`config.mk`:
```
export PLATFORM = sky130hd
export DESIGN_NAME = tmc_channel
export DESIGN_NICKNAME = d
export VERILOG_FILES = /design/src/tmc_channel.v /design/src/tmc_value_reg.v
export VERILOG_INCLUDE_DIRS = /design/src
export SDC_FILE = /design/constraint.sdc
export NUM_CORES = 1
export LEC_CHECK = 0
export BUFFER_PORTS_ARGS = -buffer_cell sky130_fd_sc_hd__buf_2
export CAP_MARGIN = 30
export CORE_ASPECT_RATIO = 1.1
export CORE_MARGIN = 4
export CORE_UTILIZATION = 53
export CTS_CLUSTER_SIZE = 30
export DETAILED_ROUTE_END_ITERATION = 10
export PLACE_DENSITY = 0.8
export SKIP_CTS_REPAIR_TIMING = 1
export SLEW_MARGIN = 15
export SYNTH_ARGS = -nofsm -noshare
export SYNTH_HDL_FRONTEND = slang
export SYNTH_SLANG_ARGS = --single-unit
```
`constraint.sdc`:
```
create_clock -name pclk -period 2.5 [get_ports pclk]
set_input_delay 0.375 -clock pclk [delete_from_list [all_inputs] [get_ports pclk]]
set_output_delay 0.375 -clock pclk [all_outputs]
set_load 0.05 [all_outputs]
```
`src/tmc_consts.vh`:
```
// register offsets, field positions, reset values and encodings for the timer channel block
`ifndef TMC_CONSTS_VH
`define TMC_CONSTS_VH

// register byte addresses (word aligned)
`define TMC_ADDR_CSC 12'h000
`define TMC_ADDR_VALUE 12'h004
`define TMC_ADDR_CONFIG 12'h008
`define TMC_ADDR_STATE 12'h00c

// channel status and control field positions
`define TMC_BIT_FLAG 7
`define TMC_BIT_IRQ_EN 6
`define TMC_BIT_MS_HIGH 5
`define TMC_BIT_MS_LOW 4
`define TMC_BIT_ELS_HI 3
`define TMC_BIT_ELS_LO 2

// reset values
`define TMC_CSC_RESET 8'h00
`define TMC_VALUE_RESET 16'h0000

// channel mode encodings
`define TMC_MODE_CAPTURE 2'h0
`define TMC_MODE_COMPARE 2'h1
`define TMC_MODE_EPWM 2'h2
`define TMC_MODE_CPWM 2'h3

// clear handshake states
`define TMC_CLR_IDLE 1'b0
`define TMC_CLR_ARMED 1'b1

`endif

```
`src/tmc_channel.v`:
```
// timer channel status and control logic with apb register access
// Behaviour
// - capture mode: selected pin edge sets flag
// - compare or edge pwm: match sets flag
// - center pwm: every match sets flag
// - irq while flag and enable set
// - clear needs flag read then zero write
// - new event between restarts clear sequence
// - reset clears flag; writing one ignored
// - irq enable read/write, reset zero
// - high mode bit selects edge pwm
// - low mode bit: capture or compare
// - select zero releases pin from timer
// - capture edge: rising, falling or both
// - compare action: none, toggle, low, high
// - edge pwm polarity from select bits
// - center mode overrides mode bits, not polarity
// - center select makes counter up/down
// - status write resets value coherency latch
`include "tmc_consts.vh"
`timescale 1ns/1ps
`default_nettype none

module tmc_channel (
    // clock, reset and clock enable
    input wire pclk,
    input wire presetn,
    input wire clk_en,
    // apb register port
    input wire psel,
    input wire penable,
    input wire pwrite,
    input wire [11:0] paddr,
    input wire [31:0] pwdata,
    input wire [3:0] pstrb,
    output reg [31:0] prdata,
    output wire pready,
    output wire pslverr,
    // timer side: counter state and center select
    input wire center_pwm_select,
    input wire [15:0] counter_value,
    input wire count_up,
    // channel pin
    input wire pin_in,
    output reg pin_out_q,
    output wire pin_oe_n,
    output wire pin_timer_owned,
    output wire counter_up_down,
    // to the counter and the interrupt controller
    output wire channel_irq
);

    // register bits of the channel status and control register;
    // all of them clear on reset so the pin starts released
    // event flag, set by hardware, cleared by the read/zero-write pair
    reg flag_q;
    // interrupt enable, plain read/write
    reg irq_en_q;
    // mode select bits, ignored while center pwm is selected
    reg ms_high_q;
    reg ms_low_q;
    // edge/level select: capture edge, compare action or pwm polarity
    reg [1:0] els_q;
    // clear handshake state: idle or armed by a qualifying read
    reg clr_state_q;
    // next state, from the combinational process below
    reg clr_state_d;
    // previous pin sample for edge detection
    reg pin_prev_q;
    // previous counter value, to see a match only once per count
    reg [15:0] cnt_prev_q;
    // low until the first enabled clock after reset, so a match there counts
    reg cnt_seen_q;

    // bus decode; only the access phase moves register state,
    // the setup phase is used for nothing but loading read data
    wire access = psel && penable;
    wire wr_access = access && pwrite;
    wire rd_access = access && !pwrite;
    wire hit_csc = (paddr == `TMC_ADDR_CSC);
    wire hit_value = (paddr == `TMC_ADDR_VALUE);
    wire hit_config = (paddr == `TMC_ADDR_CONFIG);
    wire hit_state = (paddr == `TMC_ADDR_STATE);
    wire mapped = hit_csc || hit_value || hit_config || hit_state;
    // the status byte only changes when its lane is strobed
    wire wr_csc = wr_access && hit_csc && pstrb[0] && clk_en;
    wire rd_csc = rd_access && hit_csc && clk_en;

    // value register outputs: the compare value and the
    // byte lanes of a split write that still wait for their partner
    wire [15:0] value_q;
    wire [1:0] pending_q;

    // the slave always answers in the first access cycle;
    // no wait states are needed since every register is a flip-flop
    // and read data are loaded one cycle early
    assign pready = 1'b1;
    // unmapped addresses answer with an error, registers untouched
    assign pslverr = access && !mapped;

    // mode decode: center select overrides the per-channel mode bits;
    // the high mode bit alone picks edge pwm, whatever the low bit holds
    reg [1:0] mode;
    always @* begin
        if (center_pwm_select) begin
            mode = `TMC_MODE_CPWM;
        end else if (ms_high_q) begin
            mode = `TMC_MODE_EPWM;
        end else if (ms_low_q) begin
            // low bit alone: compare
            mode = `TMC_MODE_COMPARE;
        end else begin
            // both mode bits low: capture
            mode = `TMC_MODE_CAPTURE;
        end
    end

    // the counter runs up/down whenever center pwm is selected
    // the counter itself lives outside; this only tells it how to count
    assign counter_up_down = center_pwm_select;

    // pin is the timer's only when the select bits are nonzero; with both
    // zero it is left to general-purpose use or to clock the counter
    assign pin_timer_owned = (els_q != 2'h0);
    // active-low enable: drive only in the output modes with a nonzero select
    assign pin_oe_n = !(pin_timer_owned && (mode != `TMC_MODE_CAPTURE));

    // edge detection on the synchronous pin input; the history flop
    // resets low like the idle pin, so no false edge follows reset.
    // a pin that moves while the channel is being reconfigured can
    // still be flagged, so software clears the flag afterwards
    wire rise = pin_in && !pin_prev_q;
    wire fall = !pin_in && pin_prev_q;
    reg edge_hit;
    always @* begin
        case (els_q)
            2'h1: edge_hit = rise;
            2'h2: edge_hit = fall;
            2'h3: edge_hit = rise || fall;
            default: edge_hit = 1'b0;
        endcase
    end

    // a match is flagged only on the cycle the counter arrives at the value;
    // a held counter would otherwise re-flag every bus clock
    // the limitation: a counter stopped on the value flags only once
    wire cnt_changed = !cnt_seen_q || (counter_value != cnt_prev_q);
    wire match = (counter_value == value_q) && cnt_changed;

    // event source per mode; a released pin still lets compare
    // matches set the flag, which gives a pure software timer
    reg event_hit;
    always @* begin
        case (mode)
            `TMC_MODE_CAPTURE: event_hit = edge_hit && pin_timer_owned;
            `TMC_MODE_COMPARE: event_hit = match;
            `TMC_MODE_EPWM: event_hit = match;
            `TMC_MODE_CPWM: event_hit = match;
            default: event_hit = 1'b0;
        endcase
    end

    // capture the counter into the value register on an input edge;
    // a bus write to the value register in the same cycle wins
    wire capture_en = (mode == `TMC_MODE_CAPTURE) && event_hit;

    // value register with its byte-coherency latch
    // any status write drops a half-written value
    tmc_value_reg u_value (
        .pclk(pclk),
        .presetn(presetn),
        .clk_en(clk_en),
        .coherency_reset(wr_csc),
        .wr_en(wr_access && hit_value && clk_en),
        .wr_bytes(pstrb[1:0]),
        .wr_data(pwdata[15:0]),
        .capture_en(capture_en),
        .capture_data(counter_value),
        .value_q(value_q),
        .pending_q(pending_q)
    );

    // clear handshake next state: a read of the set flag arms it,
    // a fresh event drops it back so the earlier read no longer qualifies;
    // any status write ends the sequence, so a zero write only counts
    // once per qualifying read
    always @* begin
        clr_state_d = clr_state_q;
        case (clr_state_q)
            `TMC_CLR_IDLE: begin
                if (rd_csc && flag_q) begin
                    clr_state_d = `TMC_CLR_ARMED;
                end
            end
            `TMC_CLR_ARMED: begin
                if (event_hit) begin
                    clr_state_d = `TMC_CLR_IDLE;
                end else if (wr_csc) begin
                    clr_state_d = `TMC_CLR_IDLE;
                end
            end
            // unreachable with one state bit, kept for safety
            default: clr_state_d = `TMC_CLR_IDLE;
        endcase
    end

    // zero written to the flag after a qualifying read;
    // a one in the flag position never clears and never sets
    wire clear_ok = wr_csc && (clr_state_q == `TMC_CLR_ARMED) && !pwdata[`TMC_BIT_FLAG];

    // status and control register; set wins over clear, so an event
    // that meets the clearing write keeps the flag and its request
    always @(posedge pclk or negedge presetn) begin
        if (!presetn) begin
            flag_q <= 1'b0;
            irq_en_q <= 1'b0;
            ms_high_q <= 1'b0;
            ms_low_q <= 1'b0;
            els_q <= 2'h0;
            clr_state_q <= `TMC_CLR_IDLE;
        end else if (clk_en) begin
            clr_state_q <= clr_state_d;
            if (event_hit) begin
                flag_q <= 1'b1;
            end else if (clear_ok) begin
                flag_q <= 1'b0;
            end
            // a one written to the flag is simply dropped
            // the other control bits load as one byte
            if (wr_csc) begin
                irq_en_q <= pwdata[`TMC_BIT_IRQ_EN];
                ms_high_q <= pwdata[`TMC_BIT_MS_HIGH];
                ms_low_q <= pwdata[`TMC_BIT_MS_LOW];
                els_q <= pwdata[`TMC_BIT_ELS_HI:`TMC_BIT_ELS_LO];
            end
        end
    end

    // interrupt request is a plain level of flag and enable;
    // it stays up until software clears the flag or the enable
    assign channel_irq = flag_q && irq_en_q;

    // pin sampling and counter history; the history only moves while
    // the clock enable is high, so a pin that moved while frozen shows an edge on wake
    always @(posedge pclk or negedge presetn) begin
        if (!presetn) begin
            pin_prev_q <= 1'b0;
            cnt_prev_q <= 16'h0000;
            cnt_seen_q <= 1'b0;
        end else if (clk_en) begin
            pin_prev_q <= pin_in;
            cnt_prev_q <= counter_value;
            cnt_seen_q <= 1'b1;
        end
    end

    // output pin action on a match; nothing moves while the pin is
    // released, so a later return to the timer starts from the old level
    always @(posedge pclk or negedge presetn) begin
        if (!presetn) begin
            pin_out_q <= 1'b0;
        end else if (clk_en && match && pin_timer_owned) begin
            case (mode)
                `TMC_MODE_COMPARE: begin
                    case (els_q)
                        2'h1: pin_out_q <= !pin_out_q;
                        2'h2: pin_out_q <= 1'b0;
                        2'h3: pin_out_q <= 1'b1;
                        default: pin_out_q <= pin_out_q;
                    endcase
                end
                `TMC_MODE_EPWM: begin
                    // high-true clears on match, low-true sets
                    pin_out_q <= els_q[0];
                end
                `TMC_MODE_CPWM: begin
                    // up-count match ends the pulse; down-count match starts it
                    // (for low-true pulses the levels are swapped)
                    if (count_up) begin
                        pin_out_q <= els_q[0];
                    end else begin
                        pin_out_q <= !els_q[0];
                    end
                end
                default: pin_out_q <= pin_out_q;
            endcase
        end
    end

    // read mux; low two status bits read zero.
    // unmapped addresses load zero here and answer with an error
    always @(posedge pclk or negedge presetn) begin
        if (!presetn) begin
            prdata <= 32'h00000000;
        end else if (clk_en && psel && !penable && !pwrite) begin
            // data is loaded in the setup cycle so it is stable in the access cycle
            // a write setup leaves the last read data untouched
            case (paddr)
                `TMC_ADDR_CSC: prdata <= {24'h000000, flag_q, irq_en_q, ms_high_q, ms_low_q,
                    els_q, 2'h0};
                `TMC_ADDR_VALUE: prdata <= {16'h0000, value_q};
                `TMC_ADDR_CONFIG: prdata <= {28'h0000000, center_pwm_select, mode, pin_out_q};
                `TMC_ADDR_STATE: prdata <= {28'h0000000, pending_q, clr_state_q,
                    channel_irq};
                default: prdata <= 32'h00000000;
            endcase
        end
    end

endmodule

`default_nettype wire

```
`src/tmc_value_reg.v`:
```
// channel value register with byte-coherency latch
`timescale 1ns/1ps
`default_nettype none

module tmc_value_reg (
    input wire pclk,
    input wire presetn,
    input wire clk_en,
    input wire coherency_reset,
    input wire wr_en,
    input wire [1:0] wr_bytes,
    input wire [15:0] wr_data,
    input wire capture_en,
    input wire [15:0] capture_data,
    output reg [15:0] value_q,
    output reg [1:0] pending_q
);

    // byte buffer holding the first half of a split write
    reg [15:0] buffer_q;

    // a split write lands only once both bytes arrived, so the compare never sees half a value
    always @(posedge pclk or negedge presetn) begin
        if (!presetn) begin
            value_q <= `TMC_VALUE_RESET;
            buffer_q <= `TMC_VALUE_RESET;
            pending_q <= 2'h0;
        end else if (clk_en) begin
            if (coherency_reset) begin
                // forget any half-written value
                pending_q <= 2'h0;
            end else if (wr_en) begin
                if ((pending_q | wr_bytes) == 2'h3) begin
                    value_q[15:8] <= wr_bytes[1] ? wr_data[15:8] : buffer_q[15:8];
                    value_q[7:0] <= wr_bytes[0] ? wr_data[7:0] : buffer_q[7:0];
                    pending_q <= 2'h0;
                end else begin
                    if (wr_bytes[1]) begin
                        buffer_q[15:8] <= wr_data[15:8];
                    end
                    if (wr_bytes[0]) begin
                        buffer_q[7:0] <= wr_data[7:0];
                    end
                    pending_q <= pending_q | wr_bytes;
                end
            end else if (capture_en) begin
                // capture overwrites the stored value
                value_q <= capture_data;
            end
        end
    end

endmodule

`default_nettype wire
```
# Word-level counts from Yosys, hierarchy flattened
# Index checks and enable logic that the tools add are counted.
# W data, S select, Z words.
op_classes:
  n_eq_ne: 14
  n_mux: 23
  bitwise_logic: 4
  reduce_logical: 56
op_table:
  columns: ["cell", "count"]
  rows:
  - ["$pmux W16 S4", 1]
  - ["$mux W16", 3]
  - ["$logic_and A1 B1 Y1", 26]
  - ["$eq A12 B4 Y1 const B", 2]
  - ["$eq A16 B16 Y1", 1]
  - ["$mux W8", 2]
  - ["$ne A16 B16 Y1", 1]
  - ["$eq A12 B3 Y1 const B", 1]
  - ["$logic_not A12 Y1", 1]
  - ["$eq A2 B2 Y1 const B", 5]
  - ["$logic_not A1 Y1", 10]
  - ["$mux W2", 5]
  - ["$reduce_bool A2 Y1", 5]
  - ["$pmux W1 S3", 3]
  - ["$reduce_and A4 Y1", 2]
  - ["$mux W1", 7]
  - ["$reduce_and A2 Y1", 3]
  - ["$logic_or A1 B1 Y1", 5]
  - ["$eq A2 B1 Y1 const B", 2]
  - ["$ne A4 B1 Y1 const B", 1]
  - ["$pmux W1 S2", 2]
  - ["$not A1 Y1", 3]
  - ["$reduce_and A3 Y1", 1]
  - ["$reduce_bool A3 Y1", 1]
  - ["4 further kinds", 4]
word_totals:
  input_bits: 73
  output_inout_bits: 39
  elab_cells: 111
  register_bits: 92

# Logic depth before layout (Yosys ltp)
depth:
  ltp_word: 9
  mapped_depth: 8
  ltp_nobuf: 7

# Hierarchy
# From an unflattened synthesis, not the netlist that was laid out.
hier_totals:
  hier_cells: 388
  hier_area_um2: 4341.7
modules_own_cells:
  columns: ["mod", "n_inst", "cells_each", "area_each_um2", "seq_area_each_um2"]
  rows:
  - ["tmc_channel", 1, 228, 2532.4, 1051.0]
  - ["tmc_value_reg", 1, 160, 1809.2, 850.8]

# Worst setup path after synthesis
# OpenSTA, ideal clock, no wires.
synth_path:
  kind: "flip-flop to flip-flop"
  from: "register els_q[0]"
  to: "register u_value.value_q[2]"
  slack_ns: 0.040
  setup_time_ns: 0.128
  synth_period_minus_slack_ns: 2.460
  stages_incl_launch_ff: 9
  path_buffers: 1
  required_time_ns: 2.372
  arrival_time_ns: 2.333
  path_cell_list: "dfrtp_1 > inv_1 > ha_1 > inv_1 > o211ai_1 > o21bai_1 > a211oi_4 > buf_6 > mux2_1"
synth_between:
  elab_cells_between_ends: 10
  classes_between: "3 x eq/ne; 2 x mux; 5 x reduce/logical"
synth_lines:
  columns: ["element", "line", "source"]
  rows:
  - ["from (decl)", "tmc_channel.v:63", "reg [1:0] els_q;"]
  - ["from (signal assigned)", "tmc_channel.v:234", "els_q <= pwdata[`TMC_BIT_ELS_HI:`TMC_BIT_ELS_LO];"]
  - ["$reduce_bool A2 Y1", "tmc_channel.v:124", "assign pin_timer_owned = (els_q != 2'h0);"]
  - ["via pin_timer_owned", "tmc_channel.v:47", "output wire pin_timer_owned,"]
  - ["$logic_and A1 B1 Y1", "tmc_channel.v:155", "`TMC_MODE_CAPTURE: event_hit = edge_hit && pin_timer_owned;"]
  - ["$pmux W1 S2", "tmc_channel.v:154", "case (mode)"]
  - ["$logic_and A1 B1 Y1", "tmc_channel.v:165", "wire capture_en = (mode == `TMC_MODE_CAPTURE) && event_hit;"]
  - ["$reduce_bool A2 Y1 (no line)", null, null]
  - ["$reduce_and A4 Y1 (no line)", null, null]
  - ["to (signal assigned)", "tmc_value_reg.v:25", "value_q <= `TMC_VALUE_RESET;"]
  - ["to (signal assigned)", "tmc_value_reg.v:35", "value_q[7:0] <= wr_bytes[0] ? wr_data[7:0] : buffer_q[7:0];"]
  - ["to (signal assigned)", "tmc_value_reg.v:48", "value_q <= capture_data;"]
  - ["to (decl)", "tmc_value_reg.v:15", "output reg [15:0] value_q,"]
# The timed path passes the listed nets, and every way through them passes these cells.
# A chain may end at the register's enable or synchronous reset.

# Final worst setup path
layout_path:
  from: "register els_q[0]"
  to: "register u_value.value_q[2]"
layout_between:
  elab_chain_len: 7
  elab_cells_between_ends: 10
  classes_between: "3 x eq/ne; 2 x mux; 5 x reduce/logical"
layout_lines:
  columns: ["element", "line", "source"]
  rows:
  - ["$eq A2 B2 Y1 / $eq A2 B1 Y1 (equally long branches)", "tmc_channel.v:136", "case (els_q)"]
  - ["$pmux W1 S3", "tmc_channel.v:136", null]
  - ["$logic_and A1 B1 Y1 *", "tmc_channel.v:155", null]
  - ["$pmux W1 S2 *", "tmc_channel.v:154", null]
  - ["$logic_and A1 B1 Y1 *", "tmc_channel.v:165", null]
  - ["$reduce_bool A2 Y1 (no line) *", null, null]
  - ["$reduce_and A4 Y1 (no line) *", null, null]
# Every way passes the cells marked *; elsewhere a longest branch is shown, timed or not.

==> parameters.txt <==
Parameter                              Value

Run status
  Status    complete, no violations

Pwr
  VDD IR-drop max    0.000299 V
  Lkg Pwr    roughly 0.0024 uW
  Power density over the cells    between 600 and 700 nW/um^2

STA
  Setup TNS    0 ns
  Final-report setup violation count    0
  Final clock period utilization by the worst path    94.2%
  Final hold viol count    0
  RSZ-0062 raised after global routing    no
  Worst hold-check slack    0.0419 ns
  Layout Skew    0.00570 ns
  Slew @ Worst Pin    0.571 ns
  Final-report max-slew violation count    0
  Final min period    2.36 ns
  Maximum frequency from static timing analysis    425 MHz
  Worst slew slack as a fraction of its limit    61.8%

Final layout
  # diodes    0
  Final std cell area, no fill    4970 um^2
  Number of inserted filler cells in the final layout    ~600
  Core utilization of the finished layout    between 60% and 70%
  Share of cells above drive strength 1    33.1%
  Net total in the final layout    549
  Area growth syn-to-layout    17.5%

Global route
  Number of global-route vias before repair    between 3000 and 4000
  Number of antenna violations at the first check in global routing    0
  Largest net degree at the start of global routing    between 70 and 80
  Global-route wire length before repair    16700 um
  Grt ovf    0
  Gr usage total    22.8%

Logic synthesis
  Share of synthesized registers carrying an async set or reset    between 90% and 100%
  Number of flip-flops and latches in the synthesized netlist    76
  Cells after synthesis    385
  Number of enable flip-flop cells after synthesis    0
  Number of library cell types mapped by synthesis    51
  Most used flip-flop cell after synthesis    dfrtp_1
  Cell Area, Synth    4230 um^2
  Number of warnings issued by yosys    0
  Synthesized area per cell    11.0 um^2
  Register area share after synthesis    44.9%

Critical path
  Beginning of the critical path    els_q[0]$_DFFE_PN0P_
  Worst R2R End    u_value.value_q[2]$_DFFE_PN0P_
  Worst Path Class, Setup    reg2reg
  Largest fanout on the critical path    16
  FF-to-FF setup slack    0.14 ns
  Capture point of the critical path    u_value.value_q[2]$_DFFE_PN0P_
  Beginning of the worst register-to-register path    els_q[0]$_DFFE_PN0P_
  WP data arrival    2.58 ns
  Number of cells on the worst reg-to-reg path    8
  Type of destination of the critical path    register
  WP data required    approximately 2.7 ns
  Type of origin of the critical path    register

Route
  Routed vias/inst    roughly 5.7
  Per-cell routed wire length    18.0 um
  Final Routed Wirelength    between 10000 and 15000 um
  Count of vias placed by the detailed router    3310
  Detail Route Antenna Nets    0
  Number of violations reported at the end of detailed-routing iteration 0    243
  DRC violation count after routing    0
  Number of detailed-route iterations in the first pass    5

Floorplan
  Die width    93.2 um
  Die span in y    102 um
  DIE AREA    9480 um^2
  Number of placement rows    33
  Number of primary I/O pins    112
  Core Area    around 7600 um^2
  Starting Density    55.7%

Placement
  Area after detailed placement    4740 um^2
  HPWL reported at the end of detailed placement    7720 um
  Placer Congestion    0.855
  Port buffer count    76

Clock tree
  Inserted Clock Buffers    9
  Maximum clock insertion buffer count    2
  CTS tree    yes
  Maximum level of the CTS H-tree    3
  CTS Root Buffer Type    clkbuf_8
  Number of sinks handled by clock tree synthesis    76
  Clk_lat worst skew    0.35 ns
  Clock slew seen by the registers of the worst setup and hold paths    0.08 ns

Job
  Max_cap viols    0

Min path
  Worst min path class    in2async
-- kinds of logic after synthesis --
| kind of cell | after synthesis | synth area share (%) |
|---|---|---|
| compound gates | 82 | 11.6 |
| xor+xnor | 32 | 6.62 |
| fa+ha+maj | 6 | 1.77 |
| buf+inv | 41 | 5.59 |
| flops | 76 | 44.9 |
| mux | 67 | 18.3 |
| other cells | 2 | 0.177 |
| simple gates | 79 | 11.1 |
-- registers in the layout, indices dropped and copies added (netlist names) --
name               cells
u_value.value_q       16
u_value.pending_q      2
flag_q                 1
prdata                16
els_q                  2
u_value.buffer_q      16
cnt_prev_q            16
clr_state_q            1
pin_prev_q             1
ms_high_q              1
ms_low_q               1
cnt_seen_q             1
irq_en_q               1
pin_out_q              1
-- metrics by stage --
stage	power, uW	worst slack, ns	std cells
final	3120	0.145	579
after CTS	3120	0.152	579
after floorplan	1820	0.0398	400
after global placement	1980	0.208	564
after global routing	3230	0.0774	579
after detailed placement	2000	0.159	564
-- worst max-delay path, stage by stage (launching register included) --
cell and delay, ns:
dfrtp_1 0.44, inv_1 0.12, ha_1 0.21, a22o_1 0.23, o211ai_1 0.38, o21bai_1 0.23, a211oi_4 0.11, buf_12 0.19
mux2_1 0.32
-- synth_stat cells, types with 2 or more instances --
master / instances / area share (%)
xnor2_1: 12 / 2.5
o21ai_0: 56 / 6.6
buf_2: 3 / 0.35
nor3b_1: 2 / 0.35
a21oi_1: 5 / 0.59
dfrtp_1: 76 / 45
nand2_1: 21 / 1.9
inv_1: 9 / 0.80
nand4_1: 4 / 0.59
nor3_1: 4 / 0.47
a22oi_1: 2 / 0.35
a22o_1: 9 / 1.9
mux2_4: 9 / 3.2
nand3_1: 12 / 1.4
a211oi_1: 2 / 0.35
mux2_1: 6 / 1.6
or2_2: 3 / 0.44
and2_1: 2 / 0.30
nor2b_1: 5 / 0.74
ha_1: 6 / 1.8
nor4_4: 2 / 1.0
conb_1: 2 / 0.18
mux2_2: 31 / 8.2
buf_1: 3 / 0.27
xor2_1: 20 / 4.1
clkbuf_1: 6 / 0.53
nor4_1: 5 / 0.74
nor2_1: 6 / 0.53
mux2i_1: 20 / 4.7
and3_1: 3 / 0.44
buf_4: 19 / 3.4
-- worst min path at each step --
| stage | start | endpoint | cells past startpoint |
|---|---|---|---|
| floorplan | presetn | clr_state_q$_DFFE_PN0P_ | 0 |
| global placement | presetn | u_value.buffer_q[11]$_DFFE_PN0P_ | 2 |
| detailed placement | presetn | u_value.buffer_q[11]$_DFFE_PN0P_ | 2 |
| CTS | presetn | u_value.buffer_q[11]$_DFFE_PN0P_ | 2 |
| global route | presetn | cnt_prev_q[8]$_DFFE_PN0P_ | 2 |
| finish | presetn | cnt_prev_q[9]$_DFFE_PN0P_ | 2 |
-- routing by layer --
metal / global-route usage [%] / vias to the layer above / part of all wire (%)
met1: 29.8 / 1625 / 42
met3: 3.57 / 24 / 6.3
met4: 9.70 / 0 / 2.5
met5: 0 / - / 0
met2: 37.9 / 154 / 49
li1: - / 1507 / -
-- placed cells by master, fill, tap and decap left out, types with 5 or more instances in the layout --
master / Yosys / routed
mux2i_1: 20 / 20
nand2_1: 21 / 21
mux2_1: 6 / 6
nor2b_1: 5 / 5
clkbuf_8: 0 / 10
buf_4: 19 / 13
dfrtp_1: 76 / 76
nor2_1: 6 / 6
a22o_1: 9 / 9
nor4_1: 5 / 5
o21ai_0: 56 / 56
xor2_1: 20 / 20
buf_2: 3 / 76
mux2_4: 9 / 9
mux2_2: 31 / 31
conb_1: 2 / 17
inv_1: 9 / 9
xnor2_1: 12 / 12
nand3_1: 12 / 12
a21oi_1: 5 / 5
ha_1: 6 / 6
-- area by class of cell --
class	instances	area, um^2	share of cell area [%]
clock inverters	4	97.6	1.96
well taps	105	131	2.64
clock buffers	11	141	2.84
repair buffers	91	518	10.4
flip-flops and latches	76	1900	38.2
multi-input cells	283	2150	43.2
inverters	9	33.8	0.679
-- power breakdown --
group	internal (uW)	switching (uW)	total (uW)
registers	1340	119	1450
logic	249	286	535
clock network	685	443	1130
total	2270	848	3120
Power figures use the tool's default switching activity.
